[config.mk]
export PLATFORM = sky130hd
export DESIGN_NAME = mpt_time_base
export DESIGN_NICKNAME = d
export VERILOG_FILES = /design/src/logic/mpt_pkg.sv /design/src/logic/mpt_time_base.sv /design/src/logic/mpt_duty_channel.sv
export SDC_FILE = /design/constraint.sdc
export NUM_CORES = 1
export LEC_CHECK = 0
export BUFFER_PORTS_ARGS = -buffer_cell sky130_fd_sc_hd__clkbuf_2
export CAP_MARGIN = 0
export CORE_ASPECT_RATIO = 0.75
export CORE_UTILIZATION = 50
export CTS_CLUSTER_SIZE = 30
export DETAILED_ROUTE_END_ITERATION = 8
export MAX_ROUTING_LAYER = met4
export PLACE_DENSITY = 0.68
export SLEW_MARGIN = 15
export SYNTH_ARGS = -nofsm -noshare
export SYNTH_HDL_FRONTEND = slang
export SYNTH_SLANG_ARGS = --single-unit
[constraint.sdc]
create_clock -name i_clk -period 2.3 [get_ports i_clk]
set_input_delay 0.46 -clock i_clk [delete_from_list [all_inputs] [get_ports i_clk]]
set_output_delay 0.46 -clock i_clk [all_outputs]
set_load 0.005 [all_outputs]
[src/logic/mpt_pkg.sv]
// Shared constants for the motor PWM time base
package mpt_pkg;

  // ----------------------------------------------------------------
  // Widths
  // ----------------------------------------------------------------
  localparam int ADDR_W  = 8;
  localparam int DATA_W  = 16;
  localparam int COUNT_W = 15;
  localparam int PRE_W   = 6;
  localparam int POST_W  = 4;

  // ----------------------------------------------------------------
  // Register byte offsets
  // ----------------------------------------------------------------
  localparam logic [7:0] OFS_CONTROL = 8'h00;
  localparam logic [7:0] OFS_PERIOD  = 8'h04;
  localparam logic [7:0] OFS_COUNT   = 8'h08;
  localparam logic [7:0] OFS_DUTY1   = 8'h0C;
  localparam logic [7:0] OFS_DUTY2   = 8'h10;
  localparam logic [7:0] OFS_DUTY3   = 8'h14;

  // ----------------------------------------------------------------
  // Control and count register fields
  // ----------------------------------------------------------------
  localparam int CTL_ENABLE_BIT = 15;
  localparam int CTL_POST_LSB   = 4;
  localparam int CTL_PRE_LSB    = 2;
  localparam int CTL_MODE_LSB   = 0;
  localparam int DIR_BIT        = 15;

  // ----------------------------------------------------------------
  // Count modes
  // ----------------------------------------------------------------
  localparam logic [1:0] MODE_FREE   = 2'h0;
  localparam logic [1:0] MODE_SINGLE = 2'h1;
  localparam logic [1:0] MODE_UPDOWN = 2'h2;
  localparam logic [1:0] MODE_DOUBLE = 2'h3;

  // ----------------------------------------------------------------
  // Prescaler terminal counts for 1:1, 1:4, 1:16, 1:64
  // ----------------------------------------------------------------
  localparam logic [5:0] PRE_LIM_1  = 6'h00;
  localparam logic [5:0] PRE_LIM_4  = 6'h03;
  localparam logic [5:0] PRE_LIM_16 = 6'h0F;
  localparam logic [5:0] PRE_LIM_64 = 6'h3F;

  // ----------------------------------------------------------------
  // Reset values and increments
  // ----------------------------------------------------------------
  localparam logic [14:0] COUNT_ZERO  = 15'h0000;
  localparam logic [14:0] COUNT_ONE   = 15'h0001;
  localparam logic [5:0]  PRE_ZERO    = 6'h00;
  localparam logic [5:0]  PRE_ONE     = 6'h01;
  localparam logic [3:0]  POST_ZERO   = 4'h0;
  localparam logic [3:0]  POST_ONE    = 4'h1;
  localparam logic [15:0] RDATA_ZERO  = 16'h0000;

endpackage

[src/logic/mpt_time_base.sv]
// Motor PWM time base with duty channels and register port
//
// Contract
// - 15-bit up/down counter, prescaler, postscaler.
// - Count register top bit shows direction.
// - Counts only when enabled; disable freezes.
// - Period match resets or reverses next tick.
// - Zero period halts counting and events.
// - Mode 00 free-running, postscaled events.
// - Mode 01 single shot, self-disables.
// - Mode 10 up/down, event at zero.
// - Mode 11 events at zero and match.
// - Prescaler divides by 1, 4, 16, 64.
// - Count or control writes clear prescaler.
// - Postscaler ratio one to sixteen.
// - Count or control writes clear postscaler.
// - Period buffer loads at reset points.
// - Disabled time base copies period continuously.
// - Up/down period is twice edge period.
// - Edge output active at zero, off at duty.
// - Edge duty zero off, above period on.
// - Centre output on going down, off up.
// - Centre duty zero off, period on.
// - One to three channels, complementary pairs.
// - Duty buffers load at period reset.
//
// The address-and-strobe port and the register offsets are this design's own decisions.
`timescale 1ns/1ps

module mpt_time_base #(
  parameter int NUM_CH = 3
) (
  input  wire logic              i_clk,
  input  wire logic              i_rst,
  input  wire logic [7:0]        i_addr,
  input  wire logic [15:0]       i_wdata,
  input  wire logic              i_wr,
  input  wire logic              i_rd,
  output logic      [15:0]       o_rdata,
  output logic                   o_tb_event,
  output logic      [NUM_CH-1:0] o_pair_high_out,
  output logic      [NUM_CH-1:0] o_pair_low_out
);

  // ----------------------------------------------------------------
  // Elaboration check
  // ----------------------------------------------------------------
  generate
    if (NUM_CH < 1 || NUM_CH > 3) begin : g_bad_ch
      $error("NUM_CH must be 1 to 3");
    end
  endgenerate

  // ----------------------------------------------------------------
  // State
  // ----------------------------------------------------------------
  logic [14:0] time_base_count;
  logic        count_direction_flag;
  logic        time_base_enable;
  logic [1:0]  count_mode_select;
  logic [1:0]  prescale_select;
  logic [3:0]  postscale_select;
  logic [14:0] period_buffer;
  logic [14:0] period_value;
  logic [5:0]  pre_cnt;
  logic [3:0]  post_cnt;

  // ----------------------------------------------------------------
  // Address decode
  // ----------------------------------------------------------------
  wire sel_ctrl  = (i_addr == mpt_pkg::OFS_CONTROL);
  wire sel_per   = (i_addr == mpt_pkg::OFS_PERIOD);
  wire sel_cnt   = (i_addr == mpt_pkg::OFS_COUNT);
  wire sel_d1    = (i_addr == mpt_pkg::OFS_DUTY1);
  wire sel_d2    = (i_addr == mpt_pkg::OFS_DUTY2);
  wire sel_d3    = (i_addr == mpt_pkg::OFS_DUTY3);
  wire wr_ctrl   = i_wr && sel_ctrl;
  wire wr_per    = i_wr && sel_per;
  wire wr_cnt    = i_wr && sel_cnt;
  wire [2:0] wr_duty = {i_wr && sel_d3, i_wr && sel_d2, i_wr && sel_d1};

  // ----------------------------------------------------------------
  // Prescaler
  // ----------------------------------------------------------------
  logic [5:0] pre_limit;
  always_comb begin
    unique case (prescale_select)
      2'h0: pre_limit = mpt_pkg::PRE_LIM_1;
      2'h1: pre_limit = mpt_pkg::PRE_LIM_4;
      2'h2: pre_limit = mpt_pkg::PRE_LIM_16;
      2'h3: pre_limit = mpt_pkg::PRE_LIM_64;
    endcase
  end

  wire pre_tick  = (pre_cnt == pre_limit);
  wire per_zero  = (period_value == mpt_pkg::COUNT_ZERO);
  wire tick      = time_base_enable && pre_tick && !per_zero;
  wire centre    = count_mode_select[1];
  wire at_match  = (time_base_count == period_value);
  wire at_zero   = (time_base_count == mpt_pkg::COUNT_ZERO);

  // ----------------------------------------------------------------
  // Counting events
  // ----------------------------------------------------------------
  // match acts on tick
  wire edge_wrap  = tick && !centre && at_match;
  wire turn_down  = tick && centre && !count_direction_flag && at_match;
  wire turn_up    = tick && centre && count_direction_flag && at_zero;
  wire mode_free  = (count_mode_select == mpt_pkg::MODE_FREE);
  wire mode_one   = (count_mode_select == mpt_pkg::MODE_SINGLE);
  wire mode_ud    = (count_mode_select == mpt_pkg::MODE_UPDOWN);
  wire mode_dbl   = (count_mode_select == mpt_pkg::MODE_DOUBLE);

  wire post_event = (mode_free && edge_wrap) || (mode_ud && turn_up);
  wire raw_event  = (mode_one && edge_wrap) ||
                    (mode_dbl && (turn_up || turn_down));
  wire post_hit   = post_event && (post_cnt == postscale_select);

  wire reload     = edge_wrap || turn_up;
  wire duty_load  = !time_base_enable || edge_wrap || turn_up ||
                    (mode_dbl && turn_down);

  // ----------------------------------------------------------------
  // Next count
  // ----------------------------------------------------------------
  logic [14:0] next_count;
  logic        next_dir;
  always_comb begin
    next_count = time_base_count;
    next_dir   = count_direction_flag;
    if (tick) begin
      if (!centre) begin
        if (at_match) next_count = mpt_pkg::COUNT_ZERO;
        else next_count = time_base_count + mpt_pkg::COUNT_ONE;
        next_dir = 1'b0;
      end else if (!count_direction_flag) begin
        if (at_match) next_dir = 1'b1;
        else next_count = time_base_count + mpt_pkg::COUNT_ONE;
      end else begin
        if (at_zero) next_dir = 1'b0;
        else next_count = time_base_count - mpt_pkg::COUNT_ONE;
      end
    end
  end

  // ----------------------------------------------------------------
  // Time base registers
  // ----------------------------------------------------------------
  always_ff @(posedge i_clk) begin
    if (i_rst) begin
      time_base_count      <= mpt_pkg::COUNT_ZERO;
      count_direction_flag <= 1'b0;
    end else if (wr_cnt) begin
      // Direction is read-only, so a count write keeps it
      time_base_count <= i_wdata[14:0];
    end else begin
      time_base_count      <= next_count;
      count_direction_flag <= next_dir;
    end
  end

  always_ff @(posedge i_clk) begin
    if (i_rst) begin
      time_base_enable  <= 1'b0;
      count_mode_select <= mpt_pkg::MODE_FREE;
      prescale_select   <= 2'h0;
      postscale_select  <= mpt_pkg::POST_ZERO;
    end else if (wr_ctrl) begin
      // Software write wins over the single-shot clear
      time_base_enable  <= i_wdata[mpt_pkg::CTL_ENABLE_BIT];
      count_mode_select <= i_wdata[mpt_pkg::CTL_MODE_LSB +: 2];
      prescale_select   <= i_wdata[mpt_pkg::CTL_PRE_LSB +: 2];
      postscale_select  <= i_wdata[mpt_pkg::CTL_POST_LSB +: 4];
    end else if (mode_one && edge_wrap) begin
      time_base_enable <= 1'b0;
    end
  end

  // ----------------------------------------------------------------
  // Prescale and postscale counters
  // ----------------------------------------------------------------
  always_ff @(posedge i_clk) begin
    if (i_rst || wr_cnt || wr_ctrl) begin
      pre_cnt <= mpt_pkg::PRE_ZERO;
    end else if (!time_base_enable || pre_tick) begin
      pre_cnt <= mpt_pkg::PRE_ZERO;
    end else begin
      pre_cnt <= pre_cnt + mpt_pkg::PRE_ONE;
    end
  end

  always_ff @(posedge i_clk) begin
    if (i_rst || wr_cnt || wr_ctrl) begin
      post_cnt <= mpt_pkg::POST_ZERO;
    end else if (post_hit) begin
      post_cnt <= mpt_pkg::POST_ZERO;
    end else if (post_event) begin
      post_cnt <= post_cnt + mpt_pkg::POST_ONE;
    end
  end

  // ----------------------------------------------------------------
  // Event pulse
  // ----------------------------------------------------------------
  always_ff @(posedge i_clk) begin
    if (i_rst) begin
      o_tb_event <= 1'b0;
    end else begin
      o_tb_event <= post_hit || raw_event;
    end
  end

  // ----------------------------------------------------------------
  // Period double buffer
  // ----------------------------------------------------------------
  always_ff @(posedge i_clk) begin
    if (i_rst) begin
      period_buffer <= mpt_pkg::COUNT_ZERO;
      period_value  <= mpt_pkg::COUNT_ZERO;
    end else begin
      if (wr_per) period_buffer <= i_wdata[14:0];
      if (!time_base_enable) period_value <= period_buffer;
      else if (reload) period_value <= period_buffer;
    end
  end

  // ----------------------------------------------------------------
  // Duty channels
  // ----------------------------------------------------------------
  logic [14:0] duty_buf [NUM_CH];

  genvar ch;
  generate
    for (ch = 0; ch < NUM_CH; ch++) begin : g_ch
      mpt_duty_channel u_ch (
        .i_clk      (i_clk),
        .i_rst      (i_rst),
        .i_wr_buf   (wr_duty[ch]),
        .i_wdata    (i_wdata[14:0]),
        .i_load     (duty_load),
        .i_count    (time_base_count),
        .i_dir      (count_direction_flag),
        .i_period   (period_value),
        .i_centre   (centre),
        .o_duty_buf (duty_buf[ch]),
        .o_high     (o_pair_high_out[ch]),
        .o_low      (o_pair_low_out[ch])
      );
    end
  endgenerate

  // ----------------------------------------------------------------
  // Read mux
  // ----------------------------------------------------------------
  wire [15:0] rd_ctrl = {time_base_enable, 7'h00, postscale_select,
                         prescale_select, count_mode_select};
  wire [15:0] rd_cnt  = {count_direction_flag, time_base_count};
  wire [15:0] rd_per  = {1'b0, period_buffer};
  wire [15:0] rd_d1   = {1'b0, duty_buf[0]};
  // Absent channels read as zero on the small instance
  wire [15:0] rd_d2   = (NUM_CH > 1) ? {1'b0, duty_buf[NUM_CH > 1 ? 1 : 0]}
                                     : mpt_pkg::RDATA_ZERO;
  wire [15:0] rd_d3   = (NUM_CH > 2) ? {1'b0, duty_buf[NUM_CH > 2 ? 2 : 0]}
                                     : mpt_pkg::RDATA_ZERO;

  wire [15:0] rd_mux  = sel_ctrl ? rd_ctrl :
                        sel_per  ? rd_per  :
                        sel_cnt  ? rd_cnt  :
                        sel_d1   ? rd_d1   :
                        sel_d2   ? rd_d2   :
                        sel_d3   ? rd_d3   : mpt_pkg::RDATA_ZERO;

  always_ff @(posedge i_clk) begin
    if (i_rst) begin
      o_rdata <= mpt_pkg::RDATA_ZERO;
    end else if (i_rd) begin
      o_rdata <= rd_mux;
    end else begin
      o_rdata <= mpt_pkg::RDATA_ZERO;
    end
  end

endmodule // mpt_time_base

[src/logic/mpt_duty_channel.sv]
// One duty comparison channel with buffered duty and output pair
`timescale 1ns/1ps

module mpt_duty_channel (
  input  wire logic        i_clk,
  input  wire logic        i_rst,
  input  wire logic        i_wr_buf,
  input  wire logic [14:0] i_wdata,
  input  wire logic        i_load,
  input  wire logic [14:0] i_count,
  input  wire logic        i_dir,
  input  wire logic [14:0] i_period,
  input  wire logic        i_centre,
  output logic      [14:0] o_duty_buf,
  output logic             o_high,
  output logic             o_low
);

  logic [14:0] duty_active;
  logic        next_out;
  wire         hit_duty = (i_count == duty_active);
  wire         duty_zero = (duty_active == mpt_pkg::COUNT_ZERO);
  wire         at_zero  = (i_count == mpt_pkg::COUNT_ZERO);

  // ----------------------------------------------------------------
  // Compare decision
  // ----------------------------------------------------------------
  always_comb begin
    next_out = o_high;
    if (i_centre) begin
      if (hit_duty && i_dir) next_out = 1'b1;
      if (hit_duty && !i_dir) next_out = 1'b0;
      if (duty_active == i_period) next_out = 1'b1;
      if (duty_zero) next_out = 1'b0;
    end else begin
      if (at_zero) next_out = 1'b1;
      if (hit_duty) next_out = 1'b0;
    end
  end

  // ----------------------------------------------------------------
  // Registers
  // ----------------------------------------------------------------
  always_ff @(posedge i_clk) begin
    if (i_rst) begin
      o_duty_buf  <= mpt_pkg::COUNT_ZERO;
      duty_active <= mpt_pkg::COUNT_ZERO;
      o_high      <= 1'b0;
      o_low       <= 1'b1;
    end else begin
      if (i_wr_buf) o_duty_buf <= i_wdata;
      if (i_load) duty_active <= o_duty_buf;
      o_high <= next_out;
      o_low  <= ~next_out;
    end
  end

endmodule // mpt_duty_channel

# After elaboration in Yosys (flattened, before gate mapping)
# Index checks and enable logic that the tools add are counted.
[totals] ramBits=0 ff_bits=178 wordCells=158 out_inout_bits=23 latch_bits=0 mem_bits_ro=0 in_bits=28 memories=0
[op_classes] n_shift=0 mux=43 n_lt_le_gt_ge=0 n_div=0 n_mul=0 bitwise=5 n_reduce_logical=58 n_eq_ne=23 add_sub_neg=4
[ops] operator="$mux W15" count=12
[ops] operator="$eq A15 B15 Y1" count=7
[ops] operator="$logic_not A15 Y1" count=5
[ops] operator="$mux W16" count=3
[ops] operator="$logic_and A1 B1 Y1" count=27
[ops] operator="$mux W1" count=27
[ops] operator="$pmux W6 S4" count=1
[ops] operator="$eq A8 B4 Y1 const B" count=2
[ops] operator="$eq A8 B5 Y1 const B" count=2
[ops] operator="$add A15 B1 Y15 const B" count=1
[ops] operator="$sub A15 B1 Y15 const B" count=1
[ops] operator="$logic_or A1 B1 Y1" count=11
[ops] operator="$eq A2 B2 Y1 const B" count=4
[ops] operator="$eq A8 B3 Y1 const B" count=1
[ops] operator="$logic_not A8 Y1" count=1
[ops] operator="$ne A4 B4 Y1 const B" count=2
[ops] operator="$add A6 B1 Y6 const B" count=1
[ops] operator="$eq A6 B6 Y1" count=1
[ops] operator="$reduce_or A2 Y1" count=3
[ops] operator="$not A1 Y1" count=5
[ops] operator="$add A4 B1 Y4 const B" count=1
[ops] operator="$eq A2 B1 Y1 const B" count=2
[ops] operator="$eq A4 B4 Y1" count=1
[ops] operator="$logic_not A1 Y1" count=4
[ops] operator="other kinds (6)" count=8

# Depth between registers and ports, before layout
# Gate-level depths: netlist of run 1.
[depth] depth_word=12 ltp_mapped=11 mapped_depth_nobuf=8

# By module
# From an unflattened synthesis of run 1, not the netlist that was laid out.
[unflattened] cells_unflattened=1099 hier_area_um2=9535.4
[modules_own_cells] module="mpt_time_base" area_per_inst_um2=4971.0 seq_area_each_um2=1641.6 n_inst=1 cells_per_inst=631
[modules_own_cells] module="mpt_duty_channel" area_per_inst_um2=1521.5 seq_area_each_um2=640.6 n_inst=3 cells_per_inst=156

# Worst setup path after synthesis of run 1
# OpenSTA, ideal clock, no wires.
[synth_timing] path_kind="register -> register" start="register time_base_count[0]" end="register g_ch[2].u_ch.duty_active[10]" path_buffers=2 t_arrival_ps=2430 required_ps=2230 path_stages_with_launch=11 synth_period_minus_slack_ps=2501 setup_ps=70 setup_slack_ps=-201 path_cell_list="dfxtp_1 clkbuf_1 inv_1 ha_1 and4_1 a31oi_1 a22oi_4 a31oi_1 clkbuf_1 nand2_1 a21oi_1"
[synth_between] elab_chain_cells=5 word_cells_on_any_way=9 classes_between="1 x eq/ne; 8 x reduce/logical"
[synth_lines] item="from (decl)" line_no="mpt_time_base.sv:57" rtl="logic [14:0] time_base_count;"
[synth_lines] item="from (signal assigned)" line_no="mpt_time_base.sv:151" rtl="time_base_count <= mpt_pkg::COUNT_ZERO;"
[synth_lines] item="from (signal assigned)" line_no="mpt_time_base.sv:155" rtl="time_base_count <= i_wdata[14:0];"
[synth_lines] item="from (signal assigned)" line_no="mpt_time_base.sv:157" rtl="time_base_count <= next_count;"
[synth_lines] item="$eq A15 B15 Y1" line_no="mpt_time_base.sv:99" rtl="wire at_match = (time_base_count == period_value);"
[synth_lines] item="$logic_and A1 B1 Y1" line_no="mpt_time_base.sv:106" rtl="wire edge_wrap = tick && !centre && at_match;"
[synth_lines] item="$logic_or A1 B1 Y1 (2 in series)" line_no="mpt_time_base.sv:120" rtl="wire duty_load = !time_base_enable || edge_wrap || turn_up ||"
[synth_lines] item="$logic_or A1 B1 Y1 (*)" line_no="mpt_time_base.sv:120"
[synth_lines] item="to (signal assigned)" line_no="mpt_duty_channel.sv:47" rtl="duty_active <= mpt_pkg::COUNT_ZERO;"
[synth_lines] item="to (signal assigned)" line_no="mpt_duty_channel.sv:52" rtl="if (i_load) duty_active <= o_duty_buf;"
[synth_lines] item="to (decl)" line_no="mpt_duty_channel.sv:19" rtl="logic [14:0] duty_active;"
# Every way passes the cells marked *; elsewhere a longest branch is shown, timed or not.
# A chain may end at the register's enable or synchronous reset.

# Worst setup path after layout of run 1
[layout_timing] start="register prescale_select[0]" end="register g_ch[2].u_ch.duty_active[10]"
[layout_between] elab_chain_cells=10 word_cells_on_any_way=19 classes_between="4 x eq/ne; 1 x mux; 14 x reduce/logical"
[layout_lines] item="from (decl)" line_no="mpt_time_base.sv:61" rtl="logic [1:0] prescale_select;"
[layout_lines] item="from (signal assigned)" line_no="mpt_time_base.sv:172" rtl="prescale_select <= i_wdata[mpt_pkg::CTL_PRE_LSB +: 2];"
[layout_lines] item="$eq A2 B2 Y1 (tied with other cells)" line_no="mpt_time_base.sv:87" rtl="unique case (prescale_select)"
[layout_lines] item="$pmux W6 S4 (*)" line_no="mpt_time_base.sv:87"
[layout_lines] item="$eq A6 B6 Y1 (*)" line_no="mpt_time_base.sv:95" rtl="wire pre_tick = (pre_cnt == pre_limit);"
[layout_lines] item="$logic_and A1 B1 Y1 (*) (2 in series)" line_no="mpt_time_base.sv:97" rtl="wire tick = time_base_enable && pre_tick && !per_zero;"
[layout_lines] item="$logic_and A1 B1 Y1 (on tied branches) (2 in series)" line_no="mpt_time_base.sv:106, mpt_time_base.sv:107, mpt_time_base.sv:108"
[layout_lines] item="$logic_or A1 B1 Y1 (tied with other cells)" line_no="mpt_time_base.sv:120"
[layout_lines] item="$logic_or A1 B1 Y1 or $logic_and A1 B1 Y1 (tied branches)" line_no="mpt_time_base.sv:120, mpt_time_base.sv:121"
[layout_lines] item="$logic_or A1 B1 Y1 (*)" line_no="mpt_time_base.sv:120"
# Marked as above.

==> impl_results.md, run 1 <==
* CP Capture Type: flop
* Syn Nets at approximately 1.2k
* CP cell instances: or3_4 > a2111oi_4 > buf_4 > o2111ai_4 > a22oi_4 > a31o_4 > buf_12 > nand2_1 > a21oi_1
* Hold Crit Start: i_addr[4]
* Max stage delay cell, worst path: a2111oi_4
* Core area at 17870 um2
* Clock power frac at about 48%
* Hold slack final at around 250 ps
* Initial drt markers at 1200
* Adder-cell share of the synthesized area at less than 1%
* Critical path required time at roughly 2700 ps
* Fraction of registers with async set/reset at 0%
* Via/cell ratio at 5.979
* Crit Path Class: flop to flop
* Seq pwr share at approximately half
* Startpoint types: flop
* Initial antenna violation count at 2
* Synth area leader: dfxtp_1
* Tightest Hold Check Type: input port to flop
* Highest-count cells in the layout ignoring fill and taps: 213 x nand2_1, 171 x dfxtp_1, 120 x buf_4
* IO buf count at 50
* Post-DP HPWL at approximately 24000 um
* Commonest non-fill, non-tap cell in the layout: nand2_1
* Sw frac at between 20% and 30%
* Violated checks: negative setup slack
* Global-route wire length before repair at between 40000 and 50000 um
* Mapped Area at slightly above 9000 um2
* Die area at 18990 um2
* Predominant post-synthesis flop cell: dfxtp_1
* Unique cell type count in the Yosys netlist at between 60 and 70
* Dpl ws at -88.26 ps
* Worst-path maximum fanout at 16
* I/O Pins at slightly above 50
* Final Non-Filler Cells at 1496
* Psw at around 1.6 mW
* Reg clk slew, reported paths at ~70 ps
* Peak supply drop at ~360 uV
* Static Leak at 4.688 nW
* Worst-case reg-to-reg path depth at 9
* Final worst slack at -137.7 ps
* Syn. warnings at 0
* Total clock sinks at ~180
* Status: finished, violations left
* H-tree levels at 4
* Layout cell share with drive strength beyond 1 at a little over a quarter
* Gate power share at between 4 and 5%
* Seq cells post-synth at ~180
* Number of global-route vias before repair at 8123
* Sequential element share of the synthesized area at approximately 39%
* Final Slew Violations at 0
* Pwr Density at ~570 nW/um2
* Worst slew pin tran at between 500 and 600 ps
* Final setup fails at 71
* Hold_buf cts at 0
* # placed instances at approximately 1.4k
* Final Wtd Congestion at 0.9904
* Die Height at between 100 and 150 um
* Worst hold endpoint: o_rdata[15]$_SDFF_PP0_
* Die width at roughly 160 um
* # nets final at about 1.3k
* Synth Area in Compound Gates at 17.67%
* DRC violations left at 0
* Period minus WS final at around 2400 ps
* Hold path cells at 2
* Syn avg cell area at roughly 8 um2
* Synthesis-to-layout area growth at 22.88%
* Post-synthesis xor/xnor area fraction at a little under an eighth
* Gr usage total at between 30% and 40%
* Setup slack, reg-to-reg at -140 ps
* Post-synth EDFFs at 0
* Final period util at 106.0%
* Largest net degree at the start of global routing at 84
* Worst reg2reg path endpoint: g_ch[2].u_ch.duty_active[10]$_SDFFE_PP0P_
* Clk root buf: clkbuf_16
* Initial cell density of the core at between 50 and 60%
* Clock Path Buffers at 2
* Max-slew headroom at between 60 and 70%
* R2r startpoint: prescale_select[0]$_SDFFE_PP0P_
* Int Pwr at roughly 4.8 mW
* Area share of the largest cell type after synthesis at 38.65%
* Mapped Cells at 1136
* CTS Buf Count at 17
* Total grt overflow at 0
* Site Rows at 42
* Post-Synth Simple-Gate Area at around 23%
* CTS tree: done
* Mux share of post-synthesis cell area at 2.877%
* CP Data Arrival Time at about 2800 ps
* Routed Antenna Nets at 0
* Clock Latency Late Sink at ~450 ps
* Hold violation count in the final report at 0
* Pre-antenna DRT Iters at 8
* Most area-consuming cells after synthesis: dfxtp_1 39%, nand2_1 9.2%, xor2_1 7.7%
* Max incr delay on CP at roughly 410 ps
* Final WL at about 32000 um
* Worst Skew at 11.21 ps
* Largest family of logic cells by synthesized area: simple AND/OR/NAND/NOR gates
* Max Cap Viol at 0
* Vias at between 8k and 9k
* RSZ-0062 raised after global routing: true
* Max Fclk at ~0.41 GHz
* Wire per inst at 21.31 um
## critical path: cells and delay by family (launching register included)
family / cells / cell delay [ps]
DFF: 1 / 320
AOI/OAI and AO/OA: 5 / 1180
and+or+nand+nor: 2 / 460
buffers and inverters: 2 / 390
## metrics by stage
stage	utilization, %	power [mW]	instance area [um2]	TNS [ps]
floorplan	-	3.282	9228	0
global placement	58.14	3.422	10390	0
detailed placement	58.14	3.423	10390	-2781
CTS	61.79	6.424	11040	-1772
global route	63.40	6.572	11330	-11820
finish	63.40	6.427	11330	-6239
## cells by family after synthesis
family / after synthesis
compound gates: 235
buf+inv: 112
flops: 178
mux: 26
fa+ha+maj: 5
simple gates: 461
xor+xnor: 119
## layer usage
layer | vias to the layer above | global-route usage, % | share of wire, %
li1 | 4155 | - | -
met1 | 4294 | 47.98 | 44
met2 | 455 | 50.03 | 44
met3 | 41 | 7.950 | 11
met4 | 0 | 8.131 | 1.5
met5 | - | - | 0
## registers in the layout (all words and copies together) (netlist names)
| name | cells |
|---|---|
| o_rdata | 16 |
| g_ch.u_ch.duty_active | 45 |
| postscale_select | 4 |
| post_cnt | 4 |
| prescale_select | 2 |
| time_base_enable | 1 |
| g_ch.u_ch.o_high | 3 |
| o_tb_event | 1 |
| count_mode_select | 2 |
| period_value | 15 |
| g_ch.u_ch.o_duty_buf | 45 |
| g_ch.u_ch.o_low | 3 |
| period_buffer | 15 |
| count_direction_flag | 1 |
| pre_cnt | 6 |
| time_base_count | 15 |
## Yosys cell counts (all sizes together) (2+ instances only)
library cell	number
buf	27
nor2b	4
dfxtp	178
ha	5
nand2b	2
nand2	256
and3	6
mux2i	22
nand3	30
a221o	9
xnor2	38
nor4	32
o21ai	12
a32oi	4
o31ai	5
and4	4
a31oi	5
a41oi	4
clkbuf	77
nor3	29
a221oi	9
xor2	81
nor3b	2
inv	7
or2	3
a2bb2oi	4
a222oi	6
o22ai	4
o311ai	2
or4	2
o2111ai	2
a2111oi	3
a31o	4
a21oi	142
a211oi	12
mux2	4
and2	5
a22oi	3
or3	6
nand4	20
nor2	55
nand4b	2
## final cells by class
cell class                      instances  area [um2]
Multi-Input combinational cell        847        5331
Inverter                                8       30.03
Timing Repair Buffer                  187        1480
Fill cell                            1560        6539
Antenna cell                            2       5.005
Clock inverter                         13       161.4
Clock buffer                           19       442.9
Sequential cell                       178        3575
Tap cell                              242       302.8
## power by group through the flow
stage               clock, mW  combinational, mW  sequential [mW]
floorplan                   0              0.116             3.17
global placement            0              0.255             3.17
detailed placement          0              0.256             3.17
CTS                      3.07              0.257             3.10
global route             3.20              0.283             3.09
finish                   3.06              0.272             3.09
## worst max-delay path by stage
| stage | from | cells after the start | end | slack, ps |
|---|---|---|---|---|
| floorplan | time_base_count[1]$_SDFFE_PP0P_ | 10 | g_ch[0].u_ch.duty_active[7]$_SDFFE_PP0P_ | 20 |
| detailed placement | prescale_select[0]$_SDFFE_PP0P_ | 7 | time_base_count[6]$_SDFFE_PP0P_ | -90 |
| global route | prescale_select[0]$_SDFFE_PP0P_ | 9 | g_ch[2].u_ch.duty_active[9]$_SDFFE_PP0P_ | -230 |
| finish | prescale_select[0]$_SDFFE_PP0P_ | 9 | g_ch[2].u_ch.duty_active[10]$_SDFFE_PP0P_ | -140 |
| global placement | prescale_select[0]$_SDFFE_PP0P_ | 10 | g_ch[2].u_ch.duty_active[0]$_SDFFE_PP0P_ | 6 |
| CTS | prescale_select[0]$_SDFFE_PP0P_ | 9 | g_ch[1].u_ch.duty_active[5]$_SDFFE_PP0P_ | -60 |
## repair_timing
item | CTS | global route
endpoints found under the setup margin | 55 | 75
setup buffers | 1 | 12
gates cloned | 0 | 2
pin swaps | 0 | 13
resized for setup | 11 | 44
(Power assumes the default switching activity.)
==> run 2, diff against run 1 <==
--- a/config.mk
+++ b/config.mk
@@ -9,6 +9,7 @@
 export CAP_MARGIN = 0
 export CORE_ASPECT_RATIO = 0.75
 export CORE_UTILIZATION = 50
+export CTS_CLUSTER_DIAMETER = 150
 export CTS_CLUSTER_SIZE = 30
 export DETAILED_ROUTE_END_ITERATION = 8
 export MAX_ROUTING_LAYER = met4
==> constraint.sdc (replaced) <==
create_clock -name i_clk -period 2.3 [get_ports i_clk]
set_input_delay 0.23 -clock i_clk [delete_from_list [all_inputs] [get_ports i_clk]]
set_output_delay 0.23 -clock i_clk [all_outputs]
set_load 0.005 [all_outputs]
==> run 2 against run 1 <==
  * The run still ends with negative setup slack left
  * Critical path depth increased by 1
  * First-iteration DRC count fell by 4.6%
  * Final area rose by 3.0%
  * Sequential power about the same
  * Non-clock buffer count down 11
  * Largest power group unchanged
  * Highest routed layer unchanged
==> impl_results.md, run 2 (synthesis results as in run 1) <==
* Worst reg2reg path endpoint: time_base_count[9]$_SDFFE_PP0P_
* H-tree levels at 4 (unchanged)
* Sw frac at 26.02% (+1.4 points)
* Worst hold endpoint: time_base_enable$_SDFFE_PP0P_
* Crit path max-delay family: buffers and inverters
* Diodes inserted at 0 (-2)
* CTS tree: done
* Hold violation count in the final report at 0 (unchanged)
* Number of global-route vias before repair at 8110 (-0.16%)
* Sum of negative setup slack at -5189 ps (+1050 ps)
* CTS Buf Count at 17 (unchanged)
* Via/cell ratio at 6.093 (+1.9%)
* # placed instances at 1425 (-1.5%)
* Reg clk slew, reported paths at 80 ps (about the same)
* Worst-path maximum fanout at 11 (-5)
* Highest-count cells in the layout ignoring fill and taps: 187 x nand2_1, 166 x dfxtp_1, 99 x a21oi_1, 99 x buf_4, 81 x xor2_1
* Vias at 9030 (+0.95%)
* Total clock sinks at 178 (unchanged)
* I/O Pins at 51 (unchanged)
* Setup slack, reg-to-reg at -130 ps (about the same)
* Crit path buf inv count at 4 (+2)
* Psw at 1.664 mW (+5.0%)
* Initial antenna violation count at 0 (-2)
* Crit path from: time_base_count[3]$_SDFFE_PP0P_
* Global-route wire length before repair at 48090 um (-0.17%)
* IO buf count at 50 (unchanged)
* Max Fclk at 0.4120 GHz (+0.44%)
* Startpoint types: flop
* Hold path cells at 3 (+1)
* Initial cell density of the core at 51.60% (unchanged)
* Die Height at 119.6 um (unchanged)
* Max stage delay cell, worst path: dfxtp_2
* Wire per inst at 22.40 um (+5.1%)
* Clock power frac at 47.5% (about the same)
* R2r startpoint: time_base_count[3]$_SDFFE_PP0P_
* Final worst slack at -126.9 ps (+10.79 ps)
* Hold_buf cts at 0 (unchanged)
* Layout cell share with drive strength beyond 1 at 29.84% (+2.5 points)
* Gate power share at 4.1% (about the same)
* Post-DP HPWL at 23050 um (-2.4%)
* Commonest non-fill, non-tap cell in the layout: nand2_1
* Violated checks: negative setup slack
* Max incr delay on CP at 370 ps (-40 ps)
* CP Capture Type: flop
* Routed Antenna Nets at 0 (unchanged)
* Worst-case reg-to-reg path depth at 10 (+1)
* Die width at 158.8 um (unchanged)
* Total grt overflow at 0 (unchanged)
* Pwr Density at 548.0 nW/um2 (-3.4%)
* Top Registers: g_ch.u_ch.duty_active x45, g_ch.u_ch.o_duty_buf x45, o_rdata x16
* Crit Path Class: flop to flop
* Final Non-Filler Cells at 1482 (-0.94%)
* Hold slack final at 23.09 ps (-230.2 ps)
* RSZ-0062 raised after global routing: true
* Site Rows at 42 (unchanged)
* CP Data Arrival Time at 2760 ps (-60 ps)
* Final period util at 105.5% (-0.47 points)
* Clk root buf: clkbuf_16
* Gr usage total at 34.59% (+0.21 points)
* Status: finished, violations left
* Final setup fails at 66 (-7.0%)
* Largest net degree at the start of global routing at 101 (+20%)
* Worst slew pin tran at 591.3 ps (+21.34 ps)
* DRC violations left at 0 (unchanged)
* Synthesis-to-layout area growth at 26.61%
* Peak supply drop at 364.9 uV (+0.95%)
* Die area at 18990 um2 (unchanged)
* Period minus WS final at 2427 ps (-10.79 ps)
* Static Leak at 5.182 nW (+11%)
* Critical path required time at 2630 ps (-50 ps)
* Max-slew headroom at 60.58% (-1.3 points)
* # nets final at 1260 (-0.94%)
* Final Wtd Congestion at 0.9818 (-0.87%)
* Initial drt markers at 1145 (-4.6%)
* Final Slew Violations at 0 (unchanged)
* Seq pwr share at 48.4% (+0.3 points)
* Final WL at 33190 um (+4.1%)
* Pre-antenna DRT Iters at 5 (-3)
* Worst Skew at 15.74 ps (+4.528 ps)
* Int Pwr at 4.732 mW (-2.3%)
* Filler Cell Count at 1550 (-0.64%)
* Tightest Hold Check Type: input port to flop
* Clock Path Buffers at 2 (unchanged)
* Max Cap Viol at 0 (unchanged)
* Most used cell, CP: buf_4
* Hold Crit Start: i_wdata[15]
* Core area at 17870 um2 (unchanged)
* CP cell instances: xor2_1 > nor4_2 > nand4_1 > buf_6 > o311ai_4 > buf_4 > nor2_4 > buf_12 > buf_4 > a221o_1
* Clock Latency Late Sink at 450 ps (about the same)
[run 2: what timing repair did]
action                                  in CTS  in global routing
endpoints found under the hold margin        0                  0
gates cloned                                 2                  8
pin swaps                                    7                 26
setup buffers                                7                  9
endpoints found under the setup margin      72                 80
resized for setup                           13                118
[run 2: per-layer routing]
layer	share of wire, %	routed length [um]	vias up	track usage (%)
met5	0	0	-	-
li1	-	-	4124	-
met2	44	14710	504	49.70
met3	11	3709	47	6.671
met1	43	14180	4355	49.03
met4	1.8	586	0	9.830
[run 2: stage by stage]
step | setup WS, ps | power [mW] | cell area, um2 | utilization [%]
floorplan | 15.87 | 3.282 | 9228 | -
global placement | -24.24 | 3.414 | 10190 | 57.01
detailed placement | -102.7 | 3.415 | 10190 | 57.01
CTS | -32.41 | 6.389 | 10960 | 61.36
global route | -182.2 | 6.561 | 11670 | 65.33
finish | -126.9 | 6.396 | 11670 | 65.33
[run 2: worst register-to-register path, stage by stage (launching register included)]
cell and delay [ps]:
dfxtp_2 370, xor2_1 170, nor4_2 340, nand4_1 170
buf_6 170, o311ai_4 290, buf_4 180, nor2_4 40
buf_12 150, buf_4 140, a221o_1 310
[run 2: power by group through the flow]
stage / clock [mW] / sequential, mW / combinational, mW
after global routing: 3.19 / 3.09 / 0.276
final: 3.04 / 3.09 / 0.265
after CTS: 3.04 / 3.09 / 0.251
after global placement: 0 / 3.17 / 0.247
after floorplan: 0 / 3.17 / 0.116
after detailed placement: 0 / 3.17 / 0.248
[run 2: how the worst max path moves through the flow]
stage,to,slack (ps),cells after the start
after CTS,time_base_count[13]$_SDFFE_PP0P_,-30,10
final,time_base_count[9]$_SDFFE_PP0P_,-130,10
after global placement,time_base_count[11]$_SDFFE_PP0P_,-20,7
after floorplan,g_ch[0].u_ch.duty_active[7]$_SDFFE_PP0P_,20,10
after global routing,time_base_count[9]$_SDFFE_PP0P_,-180,10
after detailed placement,time_base_count[1]$_SDFFE_PP0P_,-100,7
[run 2: final cells by class]
cell class | count | area (um2) | area share, %
Clock buffer | 17 | 425.4 | 3.645
Clock inverter | 15 | 188.9 | 1.619
Inverter | 8 | 30.03 | 0.2573
Multi-Input combinational cell | 846 | 5617 | 48.12
Sequential cell | 178 | 3581 | 30.68
Tap cell | 242 | 302.8 | 2.594
Timing Repair Buffer | 176 | 1528 | 13.09
==> run 3, diff against run 2 <==
--- a/config.mk
+++ b/config.mk
@@ -9,6 +9,7 @@
 export CAP_MARGIN = 0
 export CORE_ASPECT_RATIO = 0.75
 export CORE_UTILIZATION = 50
+export CTS_BUF_LIST = sky130_fd_sc_hd__clkbuf_8
 export CTS_CLUSTER_DIAMETER = 150
 export CTS_CLUSTER_SIZE = 30
 export DETAILED_ROUTE_END_ITERATION = 8
==> run 3 against run 2 <==
  * The flow still finishes with violations (negative setup slack)
  * Maximum frequency grew 4.3%
  * Clock power decreased by 25%
  * First-iteration DRC count decreased by 15%
  * Cell count is 0.94% lower
  * Register-to-register slack gained 100 ps
  * Largest cell class unchanged
  * Largest power group unchanged
  * Highest routed layer unchanged
==> impl_results.md, run 3 (synthesis results as in run 1) <==
* Post-DP HPWL at 23050 um (unchanged)
* Diodes inserted at 0 (unchanged)
* Period minus WS final at 2327 ps (-99.87 ps)
* DRC violations left at 0 (unchanged)
* Critical path required time at 2720 ps (+90 ps)
* Crit Path Class: flop to flop
* Peak supply drop at 336.5 uV (-7.8%)
* CP Data Arrival Time at 2740 ps (-20 ps)
* Layout cell share with drive strength beyond 1 at 23.90% (-5.9 points)
* Post-DP Area at 10190 um2 (unchanged)
* Commonest non-fill, non-tap cell in the layout: nand2_1
* Crit path to: g_ch[0].u_ch.duty_active[10]$_SDFFE_PP0P_
* Pre-antenna DRT Iters at 7 (+2)
* Crit path from: prescale_select[0]$_SDFFE_PP0P_
* Final setup fails at 36 (-45%)
* Violated checks: negative setup slack
* Die Height at 119.6 um (unchanged)
* Via/cell ratio at 6.023 (-1.1%)
* Final Slew Violations at 0 (unchanged)
* R2r startpoint: prescale_select[0]$_SDFFE_PP0P_
* Final worst slack at -27.03 ps (+99.87 ps)
* Worst-path maximum fanout at 5 (-6)
* CP Capture Type: flop
* IO buf count at 50 (unchanged)
* Total grt overflow at 0 (unchanged)
* Gr usage total at 33.70% (-0.89 points)
* Highest-count cells in the layout ignoring fill and taps: 226 x nand2_1, 173 x dfxtp_1, 109 x a21oi_1
* Sw frac at 27.43% (+1.4 points)
* Site Rows at 42 (unchanged)
* Final Cell Area at 10860 um2 (-7.0%)
* Pwr Density at 520.0 nW/um2 (-5.1%)
* Final Wtd Congestion at 0.9818 (unchanged)
* Max Fclk at 0.4297 GHz (+4.3%)
* Reg clk slew, reported paths at 110 ps (+30 ps)
* Worst Skew at 19.28 ps (+3.540 ps)
* Core area at 17870 um2 (unchanged)
* Startpoint types: flop
* Synthesis-to-layout area growth at 17.77%
* Routed Antenna Nets at 0 (unchanged)
* Final WL at 31520 um (-5.0%)
* Seq pwr share at 54.8% (+6.4 points)
* Die area at 18990 um2 (unchanged)
* CTS Buf Count at 17 (unchanged)
* Wire per inst at 21.47 um (-4.1%)
* Final period util at 101.2% (-4.3 points)
* # nets final at 1246 (-1.1%)
* Hold violation count in the final report at 0 (unchanged)
* Dpl ws at -102.7 ps (unchanged)
* Clock Latency Late Sink at 480 ps (+30 ps)
* Status: finished, violations left
* Clk root buf: clkbuf_8
* Worst-case reg-to-reg path depth at 10 (unchanged)
* I/O Pins at 51 (unchanged)
* Max-slew headroom at 60.85% (+0.27 points)
* CTS tree: done
* Worst reg2reg path endpoint: g_ch[0].u_ch.duty_active[10]$_SDFFE_PP0P_
* Initial antenna violation count at 0 (unchanged)
* Initial drt markers at 974 (-15%)
* Total clock sinks at 178 (unchanged)
* Initial cell density of the core at 51.60% (unchanged)
* RSZ-0062 raised after global routing: true
* Setup slack, reg-to-reg at -30 ps (+100 ps)
* Global-route wire length before repair at 46980 um (-2.3%)
* Max Cap Viol at 0 (unchanged)
* Psw at 1.549 mW (-7.0%)
* Int Pwr at 4.097 mW (-13%)
* Number of global-route vias before repair at 8019 (-1.1%)
* Clock Path Buffers at 2 (unchanged)
* Power Total at 5.645 mW (-12%)
* Gate power share at 4.7% (+0.6 points)
* H-tree levels at 4 (unchanged)
* Tightest Hold Check Type: input port to flop
* Vias at 8842 (-2.1%)
* Clock power frac at 40.5% (-7.0 points)
* Top Registers: g_ch.u_ch.duty_active x45, g_ch.u_ch.o_duty_buf x45, o_rdata x16
* Static Leak at 4.432 nW (-14%)
* Largest net degree at the start of global routing at 101 (unchanged)
* Die width at 158.8 um (unchanged)
* Worst slew pin tran at 572.5 ps (-18.81 ps)
==> run 3: cell types whose count changed in the layout (fill, tap and decap cells not counted), sizes merged <==
cell,previous run,this run
nor2,55,56
dlygate4sd3,0,2
buf,121,109
clkbuf,72,67
==> run 3: power by group through the flow <==
stage,combinational (mW),clock (mW),sequential (mW)
final,0.265,2.28,3.10
after CTS,0.252,2.31,3.10
after global routing,0.274,2.45,3.10
after global placement,0.247,0,3.17
after detailed placement,0.248,0,3.17
after floorplan,0.116,0,3.17
==> run 3: routing by layer <==
metal / track usage, % / share of wire, % / wire length, um / vias up
li1: - / - / - / 4084
met1: 48.03 / 44 / 13940 / 4237
met2: 47.72 / 43 / 13630 / 469
met3: 7.432 / 11 / 3454 / 52
met4: 8.738 / 1.6 / 493 / 0
met5: - / 0 / 0 / -
==> run 3: what timing repair did <==
| action | 4_1_cts | 5_1_grt |
|---|---|---|
| hold buffers | 2 | 0 |
| endpoints found under the hold margin | 2 | 0 |
| gates resized for setup | 3 | 27 |
| setup buffers | 1 | 5 |
| pin swaps | 2 | 3 |
| gates cloned | 0 | 3 |
| endpoints found under the setup margin | 58 | 79 |
==> run 3: per-stage QoR <==
stage | hold WS (ps) | std cells | utilization, % | setup TNS [ps]
detailed placement | 465.7 | 1425 | 57.01 | -1256
floorplan | 306.7 | 1136 | - | 0
global route | 79.65 | 1468 | 60.76 | -4043
global placement | 460.5 | 1425 | 57.01 | -75.04
CTS | 66.06 | 1460 | 59.63 | -3.652
finish | 89.89 | 1468 | 60.76 | -342.0
==> run 3: worst min path at each step <==
stage / startpoint / to / cells after the start / slack (ps)
after floorplan: i_addr[4] / o_rdata[15]$_SDFF_PP0_ / 1 / 310
after global placement: g_ch[2].u_ch.o_duty_buf[7]$_SDFFE_PP0P_ / g_ch[2].u_ch.duty_active[7]$_SDFFE_PP0P_ / 2 / 460
after detailed placement: g_ch[1].u_ch.o_duty_buf[4]$_SDFFE_PP0P_ / g_ch[1].u_ch.duty_active[4]$_SDFFE_PP0P_ / 2 / 470
after CTS: i_rst / time_base_enable$_SDFFE_PP0P_ / 2 / 70
after global routing: i_rst / period_buffer[2]$_SDFFE_PP0P_ / 2 / 80
final: i_rst / time_base_count[7]$_SDFFE_PP0P_ / 2 / 90
==> run 3: critical path, stage by stage (launching register included) <==
cell and delay, ps:
dfxtp_2 340, or3_4 390, a2111oi_4 310, buf_4 180, o2111ai_4 120, a22oi_4 260, a31o_4 200, buf_12 130
clkbuf_16 150, nand2_2 50, a21oi_2 130
==> run 3: area by class of cell <==
| type | count | area, um2 |
|---|---|---|
| fill | 1656 | 7010 |
| clock inverter | 15 | 188.9 |
| multi-input combinational | 847 | 5283 |
| clock buffer | 17 | 234.0 |
| tap | 242 | 302.8 |
| timing repair buffer | 161 | 1249 |
| inverter | 8 | 30.03 |
| sequential | 178 | 3570 |
